### config.mk
export PLATFORM = sky130hd
export DESIGN_NAME = fifo_host_bus_port
export DESIGN_NICKNAME = d
export VERILOG_FILES = /design/src/host_port_pkg.sv /design/src/fifo_host_bus_port.sv /design/src/pin_sync.sv /design/src/step_timer.sv
export SDC_FILE = /design/constraint.sdc
export NUM_CORES = 1
export LEC_CHECK = 0
export BUFFER_PORTS_ARGS = -buffer_cell sky130_fd_sc_hd__buf_4
export CORE_MARGIN = 3
export CORE_UTILIZATION = 30
export CTS_BUF_LIST = sky130_fd_sc_hd__clkbuf_4 sky130_fd_sc_hd__clkbuf_8
export CTS_CLUSTER_SIZE = 16
export DETAILED_ROUTE_END_ITERATION = 10
export MAX_ROUTING_LAYER = met4
export PLACE_DENSITY = 0.51
export SLEW_MARGIN = 20
export SYNTH_ARGS = -nofsm -noshare
export SYNTH_HDL_FRONTEND = slang
export SYNTH_SLANG_ARGS = --single-unit
### constraint.sdc
create_clock -name mclk_i -period 3.5 [get_ports mclk_i]
set_input_delay 0.525 -clock mclk_i [delete_from_list [all_inputs] [get_ports mclk_i]]
set_output_delay 0.525 -clock mclk_i [all_outputs]
set_load 0.02 [all_outputs]
### src/host_port_pkg.sv
package host_port_pkg;

  // ----------------------------------------------------------------
  // Timing, in ns as quoted, and derived cycle counts
  // ----------------------------------------------------------------
  localparam int CLK_NS = 40;
  localparam int AS_NS = 80;
  localparam int GAP_NS = 40;
  localparam int DS_NS = 200;
  localparam int REC_NS = 80;
  localparam int TMR_W = 4;

  // Least times: round up to whole cycles
  localparam logic [TMR_W-1:0] AS_CYC = TMR_W'((AS_NS + CLK_NS - 1) / CLK_NS);
  localparam logic [TMR_W-1:0] GAP_CYC =
    TMR_W'((GAP_NS + CLK_NS - 1) / CLK_NS);
  localparam logic [TMR_W-1:0] DS_CYC = TMR_W'((DS_NS + CLK_NS - 1) / CLK_NS);
  localparam logic [TMR_W-1:0] REC_CYC =
    TMR_W'((REC_NS + CLK_NS - 1) / CLK_NS);

  // ----------------------------------------------------------------
  // Widths and fixed values
  // ----------------------------------------------------------------
  localparam int BUS_W = 8;
  localparam int SEL_W = 4;
  localparam int SYNC_STAGES = 3;
  localparam logic [BUS_W-SEL_W-1:0] ADDR_PAD = 4'h0;
  localparam logic [BUS_W-1:0] BUS_IDLE = 8'h00;

  // ----------------------------------------------------------------
  // Enumerations and carriers
  // ----------------------------------------------------------------
  typedef enum logic [1:0] {
    K_REG = 2'h0,
    K_DMA = 2'h1,
    K_IRQ_ACK_N = 2'h2
  } kind_e;

  typedef enum logic [2:0] {
    ST_IDLE = 3'h0,
    ST_ADDR = 3'h1,
    ST_GAP = 3'h2,
    ST_DATA = 3'h3,
    ST_WAIT = 3'h4,
    ST_RECOV = 3'h5
  } state_e;

  typedef struct packed {
    logic mux_mode;
    kind_e kind;
    logic write;
    logic [SEL_W-1:0] addr;
    logic [BUS_W-1:0] data;
    logic ctrl_byte;
    logic use_wait;
  } cmd_s;

  typedef struct packed {
    logic addr_strobe_n;
    logic data_strobe_n;
    logic dma_strobe_n;
    logic rw;
    logic cs_n;
    logic irq_ack_n;
    logic rd_n;
    logic wr_n;
    logic chip_en_n;
    logic dma_grant_n;
    logic ctrl_data;
  } strobes_s;

endpackage

### src/fifo_host_bus_port.sv
`timescale 1ns/1ps
module fifo_host_bus_port (
  input wire logic mclk_i,
  input wire logic rst_n_i,
  input wire logic cmd_valid_i,
  output logic cmd_ready_o,
  input wire host_port_pkg::cmd_s cmd_i,
  output logic rsp_valid_o,
  output logic [host_port_pkg::BUS_W-1:0] rsp_data_o,
  output logic irq_pending_o,
  output logic dma_request_o,
  output logic [host_port_pkg::BUS_W-1:0] mux_addr_data_bus_o,
  output logic mux_addr_data_bus_oe_n_o,
  input wire logic [host_port_pkg::BUS_W-1:0] mux_addr_data_bus_i,
  output logic [host_port_pkg::SEL_W-1:0] reg_select_o,
  output host_port_pkg::strobes_s strobes_o,
  input wire logic req_wait_n_i,
  input wire logic irq_n_i
);

  // ----------------------------------------------------------------
  // Reset release and pin synchronisers
  // ----------------------------------------------------------------
  logic [1:0] rst_q;
  logic rst_n;
  logic req_wait_n_s;
  logic irq_n_s;
  logic [host_port_pkg::BUS_W-1:0] bus_s;

  always_ff @(posedge mclk_i or negedge rst_n_i) begin
    if (!rst_n_i) begin
      rst_q <= 2'h0;
    end else begin
      rst_q <= {rst_q[0], 1'b1};
    end
  end
  assign rst_n = rst_q[1];

  pin_sync #(.WIDTH(1), .INIT(1'b1)) u_wait_sync (
    .mclk_i(mclk_i),
    .rst_n_i(rst_n),
    .pin_i(req_wait_n_i),
    .level_o(req_wait_n_s)
  );
  pin_sync #(.WIDTH(1), .INIT(1'b1)) u_irq_sync (
    .mclk_i(mclk_i),
    .rst_n_i(rst_n),
    .pin_i(irq_n_i),
    .level_o(irq_n_s)
  );
  // Read data reaches the answer four cycles late, so the pins are sampled early in the strobe
  pin_sync #(.WIDTH(host_port_pkg::BUS_W),
    .INIT(host_port_pkg::BUS_IDLE)) u_bus_sync (
    .mclk_i(mclk_i),
    .rst_n_i(rst_n),
    .pin_i(mux_addr_data_bus_i),
    .level_o(bus_s)
  );
  // Device requests and interrupts, seen as plain levels
  assign irq_pending_o = !irq_n_s;
  assign dma_request_o = !req_wait_n_s;

  // ----------------------------------------------------------------
  // Sequencer
  // ----------------------------------------------------------------
  host_port_pkg::state_e state_q;
  host_port_pkg::state_e state_d;
  host_port_pkg::cmd_s cur_q;
  logic tmr_load;
  logic [host_port_pkg::TMR_W-1:0] tmr_count;
  logic tmr_done;
  logic take;
  logic mux;
  logic finish;
  logic stretch;

  assign cmd_ready_o = (state_q == host_port_pkg::ST_IDLE);
  assign take = cmd_valid_i && cmd_ready_o;
  assign mux = cur_q.mux_mode;
  // Wait only stretches CPU cycles; DMA pacing uses the request
  assign stretch = cur_q.use_wait && !req_wait_n_s &&
    (cur_q.kind != host_port_pkg::K_DMA);
  assign finish = ((state_q == host_port_pkg::ST_DATA) && tmr_done &&
    !stretch) || ((state_q == host_port_pkg::ST_WAIT) && req_wait_n_s);

  step_timer u_timer (
    .mclk_i(mclk_i),
    .rst_n_i(rst_n),
    .load_i(tmr_load),
    .count_i(tmr_count),
    .done_o(tmr_done)
  );

  always_comb begin
    state_d = state_q;
    tmr_load = 1'b0;
    tmr_count = host_port_pkg::DS_CYC;
    case (state_q)
      host_port_pkg::ST_IDLE: begin
        if (take) begin
          tmr_load = 1'b1;
          if (cmd_i.mux_mode && (cmd_i.kind != host_port_pkg::K_DMA)) begin
            state_d = host_port_pkg::ST_ADDR;
            tmr_count = host_port_pkg::AS_CYC;
          end else begin
            state_d = host_port_pkg::ST_DATA;
          end
        end
      end
      host_port_pkg::ST_ADDR: begin
        if (tmr_done) begin
          state_d = host_port_pkg::ST_GAP;
          tmr_load = 1'b1;
          tmr_count = host_port_pkg::GAP_CYC;
        end
      end
      host_port_pkg::ST_GAP: begin
        if (tmr_done) begin
          state_d = host_port_pkg::ST_DATA;
          tmr_load = 1'b1;
        end
      end
      host_port_pkg::ST_DATA: begin
        if (tmr_done) begin
          state_d = stretch ? host_port_pkg::ST_WAIT :
            host_port_pkg::ST_RECOV;
          tmr_load = !stretch;
          tmr_count = host_port_pkg::REC_CYC;
        end
      end
      host_port_pkg::ST_WAIT: begin
        if (req_wait_n_s) begin
          state_d = host_port_pkg::ST_RECOV;
          tmr_load = 1'b1;
          tmr_count = host_port_pkg::REC_CYC;
        end
      end
      host_port_pkg::ST_RECOV: begin
        if (tmr_done) begin
          state_d = host_port_pkg::ST_IDLE;
        end
      end
      default: begin
        state_d = host_port_pkg::ST_IDLE;
      end
    endcase
  end

  always_ff @(posedge mclk_i or negedge rst_n) begin
    if (!rst_n) begin
      state_q <= host_port_pkg::ST_IDLE;
    end else begin
      state_q <= state_d;
    end
  end

  // Command is frozen for the whole cycle so pins cannot move
  always_ff @(posedge mclk_i or negedge rst_n) begin
    if (!rst_n) begin
      cur_q <= '0;
    end else if (take) begin
      cur_q <= cmd_i;
      if (cmd_i.kind == host_port_pkg::K_IRQ_ACK_N) begin
        cur_q.write <= 1'b0;
      end
    end
  end

  // ----------------------------------------------------------------
  // Shared address/data lines
  // ----------------------------------------------------------------
  logic [host_port_pkg::BUS_W-1:0] bus_q;
  logic bus_oe_n_q;

  always_ff @(posedge mclk_i or negedge rst_n) begin
    if (!rst_n) begin
      bus_q <= host_port_pkg::BUS_IDLE;
      bus_oe_n_q <= 1'b1;
    end else if (take) begin
      if (cmd_i.mux_mode && (cmd_i.kind != host_port_pkg::K_DMA)) begin
        bus_q <= {host_port_pkg::ADDR_PAD, cmd_i.addr};
        bus_oe_n_q <= 1'b0;
      end else begin
        bus_q <= cmd_i.data;
        bus_oe_n_q <= !cmd_i.write;
      end
    end else if ((state_q == host_port_pkg::ST_GAP) && tmr_done) begin
      bus_q <= cur_q.data;
      bus_oe_n_q <= !cur_q.write;
    end else if (finish) begin
      bus_oe_n_q <= 1'b1;
    end
  end

  assign mux_addr_data_bus_o = bus_q;
  assign mux_addr_data_bus_oe_n_o = bus_oe_n_q;
  assign reg_select_o = cur_q.addr;

  // ----------------------------------------------------------------
  // Strobe decode
  // ----------------------------------------------------------------
  logic in_addr;
  logic in_data;
  logic busy;

  assign in_addr = (state_q == host_port_pkg::ST_ADDR);
  assign in_data = (state_q == host_port_pkg::ST_DATA) ||
    (state_q == host_port_pkg::ST_WAIT);
  assign busy = in_addr || in_data || (state_q == host_port_pkg::ST_GAP);

  always_comb begin
    strobes_o.addr_strobe_n = !(mux && in_addr);
    strobes_o.data_strobe_n = !(mux && in_data &&
      (cur_q.kind != host_port_pkg::K_DMA));
    strobes_o.dma_strobe_n = !(mux && in_data &&
      (cur_q.kind == host_port_pkg::K_DMA));
    strobes_o.rw = !(busy && cur_q.write);
    // Held past the strobe's rise so the device latches it
    strobes_o.cs_n = !(mux && busy &&
      (cur_q.kind == host_port_pkg::K_REG));
    strobes_o.irq_ack_n = !(busy &&
      (cur_q.kind == host_port_pkg::K_IRQ_ACK_N));
    strobes_o.rd_n = !(!mux && in_data && !cur_q.write);
    strobes_o.wr_n = !(!mux && in_data && cur_q.write);
    strobes_o.chip_en_n = !(!mux && in_data &&
      (cur_q.kind == host_port_pkg::K_REG));
    strobes_o.dma_grant_n = !(!mux && in_data &&
      (cur_q.kind == host_port_pkg::K_DMA));
    strobes_o.ctrl_data = cur_q.ctrl_byte;
  end

  // ----------------------------------------------------------------
  // Answer
  // ----------------------------------------------------------------
  always_ff @(posedge mclk_i or negedge rst_n) begin
    if (!rst_n) begin
      rsp_valid_o <= 1'b0;
      rsp_data_o <= host_port_pkg::BUS_IDLE;
    end else begin
      rsp_valid_o <= finish;
      if (finish && !cur_q.write) begin
        rsp_data_o <= bus_s;
      end
    end
  end

  // ----------------------------------------------------------------
  // Checks
  // ----------------------------------------------------------------
  property p_addr_hold;
    @(posedge mclk_i) disable iff (!rst_n)
    !strobes_o.addr_strobe_n && $past(!strobes_o.addr_strobe_n) |->
      $stable(reg_select_o) && $stable(strobes_o.cs_n) &&
      $stable(strobes_o.irq_ack_n) && $stable(mux_addr_data_bus_o);
  endproperty
  a_addr_hold: assert property (p_addr_hold)
    else $error("address group moved while address strobe low");
  property p_addr_first;
    @(posedge mclk_i) disable iff (!rst_n)
    $rose(strobes_o.addr_strobe_n) |->
      ##2 !strobes_o.data_strobe_n && mux_addr_data_bus_o == cur_q.data;
  endproperty
  a_addr_first: assert property (p_addr_first)
    else $error("data phase did not follow address phase");
  property p_cs_latched;
    @(posedge mclk_i) disable iff (!rst_n)
    $rose(strobes_o.addr_strobe_n) && cur_q.kind == host_port_pkg::K_REG
      |-> $past(!strobes_o.cs_n) && !strobes_o.cs_n;
  endproperty
  a_cs_latched: assert property (p_cs_latched)
    else $error("chip select not valid at address strobe rise");
  property p_rw_dir;
    @(posedge mclk_i) disable iff (!rst_n)
    !strobes_o.data_strobe_n |-> strobes_o.rw == !cur_q.write;
  endproperty
  a_rw_dir: assert property (p_rw_dir)
    else $error("direction line wrong during data strobe");
  property p_ds_width;
    @(posedge mclk_i) disable iff (!rst_n)
    $fell(strobes_o.data_strobe_n) |-> !strobes_o.data_strobe_n[*5];
  endproperty
  a_ds_width: assert property (p_ds_width)
    else $error("data strobe shorter than its least width");
  property p_dma_pulse;
    @(posedge mclk_i) disable iff (!rst_n)
    $fell(strobes_o.dma_strobe_n) |->
      !strobes_o.dma_strobe_n[*5] ##1 strobes_o.dma_strobe_n;
  endproperty
  a_dma_pulse: assert property (p_dma_pulse)
    else $error("DMA strobe pulse has wrong width");
  property p_grant;
    @(posedge mclk_i) disable iff (!rst_n)
    !strobes_o.dma_grant_n |->
      (strobes_o.rd_n != strobes_o.wr_n) && strobes_o.chip_en_n;
  endproperty
  a_grant: assert property (p_grant)
    else $error("DMA grant without a single strobe");
  property p_rd_wr;
    @(posedge mclk_i) disable iff (!rst_n)
    !strobes_o.wr_n |-> strobes_o.rd_n && cur_q.write &&
      !mux_addr_data_bus_oe_n_o;
  endproperty
  a_rd_wr: assert property (p_rd_wr)
    else $error("write strobe with read strobe or bus released");
  property p_chip_en;
    @(posedge mclk_i) disable iff (!rst_n)
    (!strobes_o.rd_n || !strobes_o.wr_n) &&
      cur_q.kind == host_port_pkg::K_REG |->
      !strobes_o.chip_en_n && strobes_o.ctrl_data == cur_q.ctrl_byte;
  endproperty
  a_chip_en: assert property (p_chip_en)
    else $error("CPU strobe without chip enable or byte type");
  property p_ack;
    @(posedge mclk_i) disable iff (!rst_n)
    !strobes_o.irq_ack_n |-> cur_q.kind == host_port_pkg::K_IRQ_ACK_N &&
      strobes_o.rw && strobes_o.cs_n;
  endproperty
  a_ack: assert property (p_ack)
    else $error("interrupt acknowledge outside an acknowledge cycle");
endmodule

### src/pin_sync.sv
`timescale 1ns/1ps
module pin_sync #(
  parameter int WIDTH = 1,
  parameter logic [WIDTH-1:0] INIT = '1
) (
  input wire logic mclk_i,
  input wire logic rst_n_i,
  input wire logic [WIDTH-1:0] pin_i,
  output logic [WIDTH-1:0] level_o
);
  logic [WIDTH-1:0] s1_q;
  logic [WIDTH-1:0] s2_q;
  logic [WIDTH-1:0] s3_q;

  always_ff @(posedge mclk_i or negedge rst_n_i) begin
    if (!rst_n_i) begin
      s1_q <= INIT;
      s2_q <= INIT;
      s3_q <= INIT;
    end else begin
      s1_q <= pin_i;
      s2_q <= s1_q;
      s3_q <= s2_q;
    end
  end

  // Bit moves only once stages two and three agree
  always_ff @(posedge mclk_i or negedge rst_n_i) begin
    if (!rst_n_i) begin
      level_o <= INIT;
    end else begin
      for (int i = 0; i < WIDTH; i++) begin
        if (s2_q[i] == s3_q[i]) begin
          level_o[i] <= s3_q[i];
        end
      end
    end
  end
endmodule

### src/step_timer.sv
`timescale 1ns/1ps
module step_timer (
  input wire logic mclk_i,
  input wire logic rst_n_i,
  input wire logic load_i,
  input wire logic [host_port_pkg::TMR_W-1:0] count_i,
  output logic done_o
);
  logic [host_port_pkg::TMR_W-1:0] cnt_q;

  // Loading N keeps the following state for exactly N cycles
  always_ff @(posedge mclk_i or negedge rst_n_i) begin
    if (!rst_n_i) begin
      cnt_q <= '0;
    end else if (load_i) begin
      cnt_q <= count_i - host_port_pkg::TMR_W'(1);
    end else if (cnt_q != '0) begin
      cnt_q <= cnt_q - host_port_pkg::TMR_W'(1);
    end
  end

  assign done_o = (cnt_q == '0);
endmodule
==> run metrics, run 1 <==
remaining global-route overflow=0; clock skew=between 0.01 and 0.015 ns; ys async rst share=100%; Slew HR=48.8%; slowest cell on the critical path=dfrtp_1; CTS Buffer Depth=2; Hold Path Class=input port to flip-flop; Sw Pwr=roughly 1.2 mW; Total Power=3.54 mW; R2R Path End=u_timer.cnt_q[2]; final HPWL from detailed placement=4440 um; per-cell routed wire length=14.7 um; Clk Latency, worst-skew pair=0.35 ns; Root Driver=clkbuf_8; Max FO, Critical Path=14; Cells after Synth=240; status=complete, no violations; share of cells above drive strength 1=about two fifths; GP Congestion=0.769; Max Cap Viol=0; Logic pwr share=35.6%; setup_tns=0 ns; post-route ant nets=0; Worst R2R Setup Slack=1.05 ns; Layout Nets=339; port buffer count=66; max-slew violation count=0; Vias=2030; CP Capture Type=flip-flop; synthesized area per cell=roughly 14 sq um; height of the die=111 um; Core Footprint=0.0105 sq mm; Lkg Pwr=1.90 nW; die width=111 um; final period utilization=70.1%; Commonest cells post-synth=dfrtp_1, mux2_2, nand2_1; DRT Pass-1 Iters=4; Filler Cell Count=1008; post-CTS sizing=0; Crit path top cell by count=a31oi_1; CTS Sinks=85; Crit path largest cell delay=roughly 0.62 ns; largest net degree at the start of global routing=84; WP data required=roughly 3.7 ns; Sequential Power Share=42.5%; EDFF count, synth=0; syn_nets=about 270; PwrDens=roughly 860 mW/mm^2; VDD IR-drop max=about 0.34 mV; clock power share=21.9%; first-pass GRT wire length=11200 um; 1st-iter DRT viols=46; worst r2r src=state_q[2]; Tmin final=2.45 ns; vias per cell=4.53; fin cells=approximately 450; Post-Syn Area=between 0.003 and 0.004 sq mm; IO Pins=67; f_max=between 0.4 and 0.5 GHz; # rows=37; Worst Hold Path EP=u_bus_sync.s1_q[2]; worst hold path depth=1; slew at the pin closest to its max-slew limit=0.765 ns; Setup Buffers After CTS=0; hold buffer count at cts=1; Fin. Hold Viols=0; initial antenna violation count=0; vias in the first global route=roughly 2200; area share of the largest cell type after synthesis=57.7%; crit-path cells=mux2_2 -> and2_1 -> a31oi_1 -> mux2i_1 -> ha_1 -> a2111oi_0 -> a31oi_1; RSZ-0062 raised after global routing=false; Startpoint Class=flip-flop; drc violations=0; Yosys top cell by area=dfrtp_1; Primary FF master, synth=dfrtp_1; register bit total from synthesis=between 80 and 90; most common cell in the netlist=dfrtp_1; clock slew at reported path FFs=0.09 ns; Netlist cell types=44; Worst Reg-to-Reg Cells=7; CTS buffer count=9; H-tree Lvls=3; top area cells in the synthesized netlist=dfrtp_1, mux2_2, dfstp_2; Yosys warning count=0; Core Util, Final=between 30% and 40%; Die Footprint=0.0123 sq mm; Internal Pwr Total=2.30 mW; Routed Wire Length=between 6000 and 7000 um; CTS tree=done; Hold WS=0.279 ns; number of diodes=0; area grow syn2layout=25.6%; Hold Path Origin=mux_addr_data_bus_i[2]; critical path class=flip-flop to flip-flop; Setup-failing EPs final=0; gr usage total=a little under an eighth; Post-Place Cells=430; WP data arrival=2.68 ns; switching share of power=about a third; Starting Density=31.3%; sequential-to-total area share from yosys stat=roughly two thirds
## critical path, delay by kind of cell, from the launching register on
family	cells	cell delay, ns
compound gates	3	0.72
simple gates	1	0.19
fa+ha+maj	1	0.23
mux	2	0.57
flops	1	0.62
## how the worst max path moves through the flow
stage	from	slack, ns	endpoint
finish	state_q[2]	1.05	u_timer.cnt_q[2]
global route	state_q[2]	0.82	u_timer.cnt_q[2]
CTS	state_q[2]	1.05	strobes_o[1]
detailed placement	state_q[2]	1.08	u_timer.cnt_q[2]
global placement	state_q[2]	1.17	u_timer.cnt_q[2]
floorplan	rst_q[1]	0.97	cur_q[0]
## flip-flops by register name (all words and copies together), names as in the netlist, 2 cells and up
| signal | flops |
|---|---|
| rst_q | 2 |
| u_bus_sync.s2_q | 8 |
| reg_select_o | 4 |
| state_q | 3 |
| cur_q | 12 |
| u_bus_sync.s3_q | 8 |
| u_timer.cnt_q | 4 |
| u_bus_sync.level_o | 8 |
| mux_addr_data_bus_o | 8 |
| u_bus_sync.s1_q | 8 |
| rsp_data_o | 8 |
## power by group through the flow
stage	sequential (mW)	clock [mW]	combinational, mW
2_1_floorplan	1.57	0	0.795
3_3_place_gp	1.53	0	1.25
3_5_place_dp	1.54	0	1.27
4_1_cts	1.52	0.813	1.27
5_1_grt	1.56	0.849	1.38
6_report	1.51	0.775	1.26
## layout by cell type, fill, tap and decap left out, drive strengths merged, types with 3 or more instances in the layout
cell type and count:
dfstp 9, o21ai 7, clkbuf 11, inv 8
mux2 25, dfrtp 76, maj3 10, a31oi 6
mux2i 14, nand3 5, a21oi 9, nor2 5
nor2b 3, and2 3, nand2 23, buf 67
## final cells by class
cell class / count / area, sq um / share of cell area [%]
sequential: 85 / 2140 / 51.8
multi-input combinational: 136 / 1050 / 25.4
timing repair buffer: 68 / 526 / 12.7
tap: 136 / 170 / 4.11
clock buffer: 11 / 139 / 3.36
clock inverter: 5 / 85.1 / 2.06
inverter: 7 / 26.3 / 0.635
## metal layers
layer  global-route usage, %  routed length, um
met5                       -                  0
met4                    4.76                122
met1                    13.5               2780
met2                    19.1               3440
met3                    3.11                248
## kinds of logic (layout without fill, tap and decap cells)
family	after synthesis	after routing	share of synthesized area [%]
flip-flops	85	85	64.9
AND/OR/NAND/NOR	50	50	8.58
multiplexers	39	39	12.8
AO/OA/AOI/OAI	33	33	6.42
buffers and inverters	19	91	3.23
adder cells (fa/ha/maj)	11	11	3.42
XOR/XNOR	2	2	0.532
other	1	1	0.114
## metrics by stage
| stage | setup slack (ns) | instance area (sq um) |
|---|---|---|
| detailed placement | 1.08 | 3880 |
| global route | 0.818 | 4140 |
| floorplan | 0.973 | 3290 |
| CTS | 1.05 | 4120 |
| finish | 1.05 | 4140 |
| global placement | 1.17 | 3880 |
(Power assumes the default switching activity.)
==> run 2: changes to the inputs <==
--- a/config.mk
+++ b/config.mk
@@ -5,6 +5,7 @@
 export SDC_FILE = /design/constraint.sdc
 export NUM_CORES = 1
 export LEC_CHECK = 0
+export ABC_AREA = 1
 export BUFFER_PORTS_ARGS = -buffer_cell sky130_fd_sc_hd__buf_4
 export CORE_MARGIN = 3
 export CORE_UTILIZATION = 30
==> constraint.sdc (replaced) <==
create_clock -name mclk_i -period 2.33 [get_ports mclk_i]
set_input_delay 0.3495 -clock mclk_i [delete_from_list [all_inputs] [get_ports mclk_i]]
set_output_delay 0.3495 -clock mclk_i [all_outputs]
set_load 0.02 [all_outputs]
==> run metrics, run 2 <==
status=complete, no violations; Setup-failing EPs final=0; WP data arrival=2.38 ns; CTS Sinks=85; Fin. Hold Viols=0; IO Pins=67; VDD IR-drop max=around 0.43 mV; area grow syn2layout=24.8%; clock slew at reported path FFs=about 0.090 ns; Biggest register=cur_q; 1st-iter DRT viols=94; Post-Place Cells=513; Worst Reg-to-Reg Cells=11; Max FO, Critical Path=13; per-cell routed wire length=13.1 um; synthesized area per cell=between 10 and 15 sq um; Primary FF master, synth=dfrtp_1; vias in the first global route=2424; WP data required=2.62 ns; DRT Pass-1 Iters=4; commonest non-fill, non-tap cell in the layout=nand2_1; sequential-to-total area share from yosys stat=64.7%; total area of sequential cells=0.00214 sq mm; first-pass GRT wire length=11900 um; Clk Latency, worst-skew pair=0.35 ns; Starting Density=31.5%; Worst Path Buf+Inv=2; EDFF count, synth=0; crit-path cells=nor2_4 -> nand3_1 -> o21ai_2 -> nand2_4 -> nand2_4 -> nand2_1 -> o21ai_1 -> inv_1 -> ha_1 -> or2_1 -> inv_1; die width=111 um; most common cell in the netlist=nand2_1; slowest cell on the critical path=dfrtp_1; Largest register FFs=12; Hold Path Class=input port to flip-flop; Lkg Pwr=2.01 nW; critical path class=flip-flop to flip-flop; height of the die=111 um; Layout Nets=421; CTS tree=done; Post-Syn Area=0.00331 sq mm; register bit total from synthesis=85; Die Footprint=0.0123 sq mm; largest net degree at the start of global routing=62; Worst Hold Path EP=u_bus_sync.s1_q[3]; Hold Path Origin=mux_addr_data_bus_i[3]; H-tree Lvls=3; post-route ant nets=0; commonest non-fill, non-tap cells in the layout=nand2_1, dfrtp_1, buf_4; Yosys warning count=0; share of cells above drive strength 1=roughly 28%; final period utilization=between 80% and 90%; # rows=37; Startpoint Class=flip-flop; Root Driver=clkbuf_8; syn_nets=352; Final WS setup=0.234 ns; Worst R2R Setup Slack=0.23 ns; Routed Wire Length=roughly 7000 um; ys async rst share=100%; CP top delay family=simple AND/OR/NAND/NOR gates; f_max=0.477 GHz; setup_tns=0 ns; Max Cap Viol=0; drc violations=0; CTS Buffer Depth=2; Yosys top cell by area=dfrtp_1; number of diodes=0; CTS buffer count=9; max-slew violation count=0; multi-input gate area in the final layout=973 sq um; R2R Path End=u_timer.cnt_q[1]; final HPWL from detailed placement=4900 um; port buffer count=66; PwrDens=1320 mW/mm^2; RSZ-0062 raised after global routing=false; initial antenna violation count=0; vias per cell=~4.4; worst slack, placed=approximately 0.22 ns; Tmin final=2.10 ns; Cells after Synth=320; worst hold path depth=1; Commonest cells post-synth=nand2_1, dfrtp_1, nor2_1; fin cells=530; remaining global-route overflow=0; gr usage total=between 10% and 20%; top area cells in the synthesized netlist=dfrtp_1, nand2_1, dfstp_2; Vias=2323; Netlist cell types=31; CP Capture Type=flip-flop; Filler Cell Count=1043; Crit path largest cell delay=0.48 ns; area share of the largest cell type after synthesis=57.5%; clock skew=0.0104 ns; Core Footprint=0.0105 sq mm; GP Congestion=0.831; worst r2r src=state_q[0]
run 2: cell types whose count changed after synthesis, sizes merged, moves of 3 or more:
cell / previous run / this run
nand3: 5 / 19
nor2b: 3 / 0
mux2: 25 / 0
mux2i: 14 / 0
o21ai: 7 / 27
nor2: 5 / 30
and2: 3 / 0
inv: 7 / 26
nand2: 23 / 81
run 2: metrics by stage:
step	power [mW]	hold WS [ns]	area [sq um]	utilization (%)
after global placement	4.49	0.133	3930	37.4
final	5.44	0.0981	4130	39.3
after detailed placement	4.52	0.134	3930	37.4
after floorplan	3.78	0.0539	3310	-
after CTS	5.52	0.0763	4120	39.2
after global routing	5.93	0.0675	4130	39.3
run 2: report_power, final:
| part | internal [mW] | switching (mW) | total (mW) |
|---|---|---|---|
| sequential | 1.90 | 0.298 | 2.20 |
| clock | 0.447 | 0.523 | 0.970 |
| combinational | 0.873 | 1.40 | 2.28 |
| total | 3.22 | 2.22 | 5.44 |
run 2: final cells by class:
type | instances | area share [%]
sequential | 85 | 51.9
clock buffer | 12 | 3.70
clock inverter | 4 | 0.758
tap | 136 | 4.12
timing repair buffer | 72 | 13.5
multi-input combinational | 194 | 23.6
inverter | 27 | 2.49
run 2: worst max path at each step:
stage                  endpoint  cells past startpoint        from
2_1_floorplan  u_timer.cnt_q[1]                     12  state_q[1]
6_report       u_timer.cnt_q[1]                     11  state_q[0]
3_3_place_gp   u_timer.cnt_q[1]                     11  state_q[0]
4_1_cts            strobes_o[2]                      6  state_q[1]
5_1_grt            strobes_o[2]                      6  state_q[1]
3_5_place_dp   u_timer.cnt_q[1]                     11  state_q[0]
run 2: worst register-to-register path, stage by stage (launching register included):
cell and delay, ns:
dfrtp_1 0.48, nor2_4 0.20, nand3_1 0.12, o21ai_2 0.12, nand2_4 0.17, nand2_4 0.14, nand2_1 0.09, o21ai_1 0.11
inv_1 0.06, ha_1 0.27, or2_1 0.22, inv_1 0.05
run 2: layer usage:
layer / part of all wire (%) / global-route usage (%) / vias up
li1: - / - / 1160
met1: 48 / 16.0 / 1082
met2: 44 / 17.8 / 66
met3: 5.6 / 3.93 / 15
met4: 2.6 / 5.34 / 0
met5: 0 / - / -
run 2: kinds of logic (layout without fill, tap and decap cells):
logic type	count (synthesis)	count (layout)	synth area share [%]
AOI/OAI and AO/OA	44	44	7.30
adders and majority gates	11	11	3.41
buffers and inverters	41	115	6.13
DFF	85	85	64.7
other	1	1	0.113
and+or+nand+nor	138	138	18.4
run 2: what timing repair did:
| item | 4_1_cts | 5_1_grt |
|---|---|---|
| buffers inserted | 0 | 0 |
| resized for setup | 0 | 2 |
| hold buffers | 1 | 0 |
| setup endpoints to repair | 0 | 5 |
| endpoints found under the hold margin | 2 | 0 |
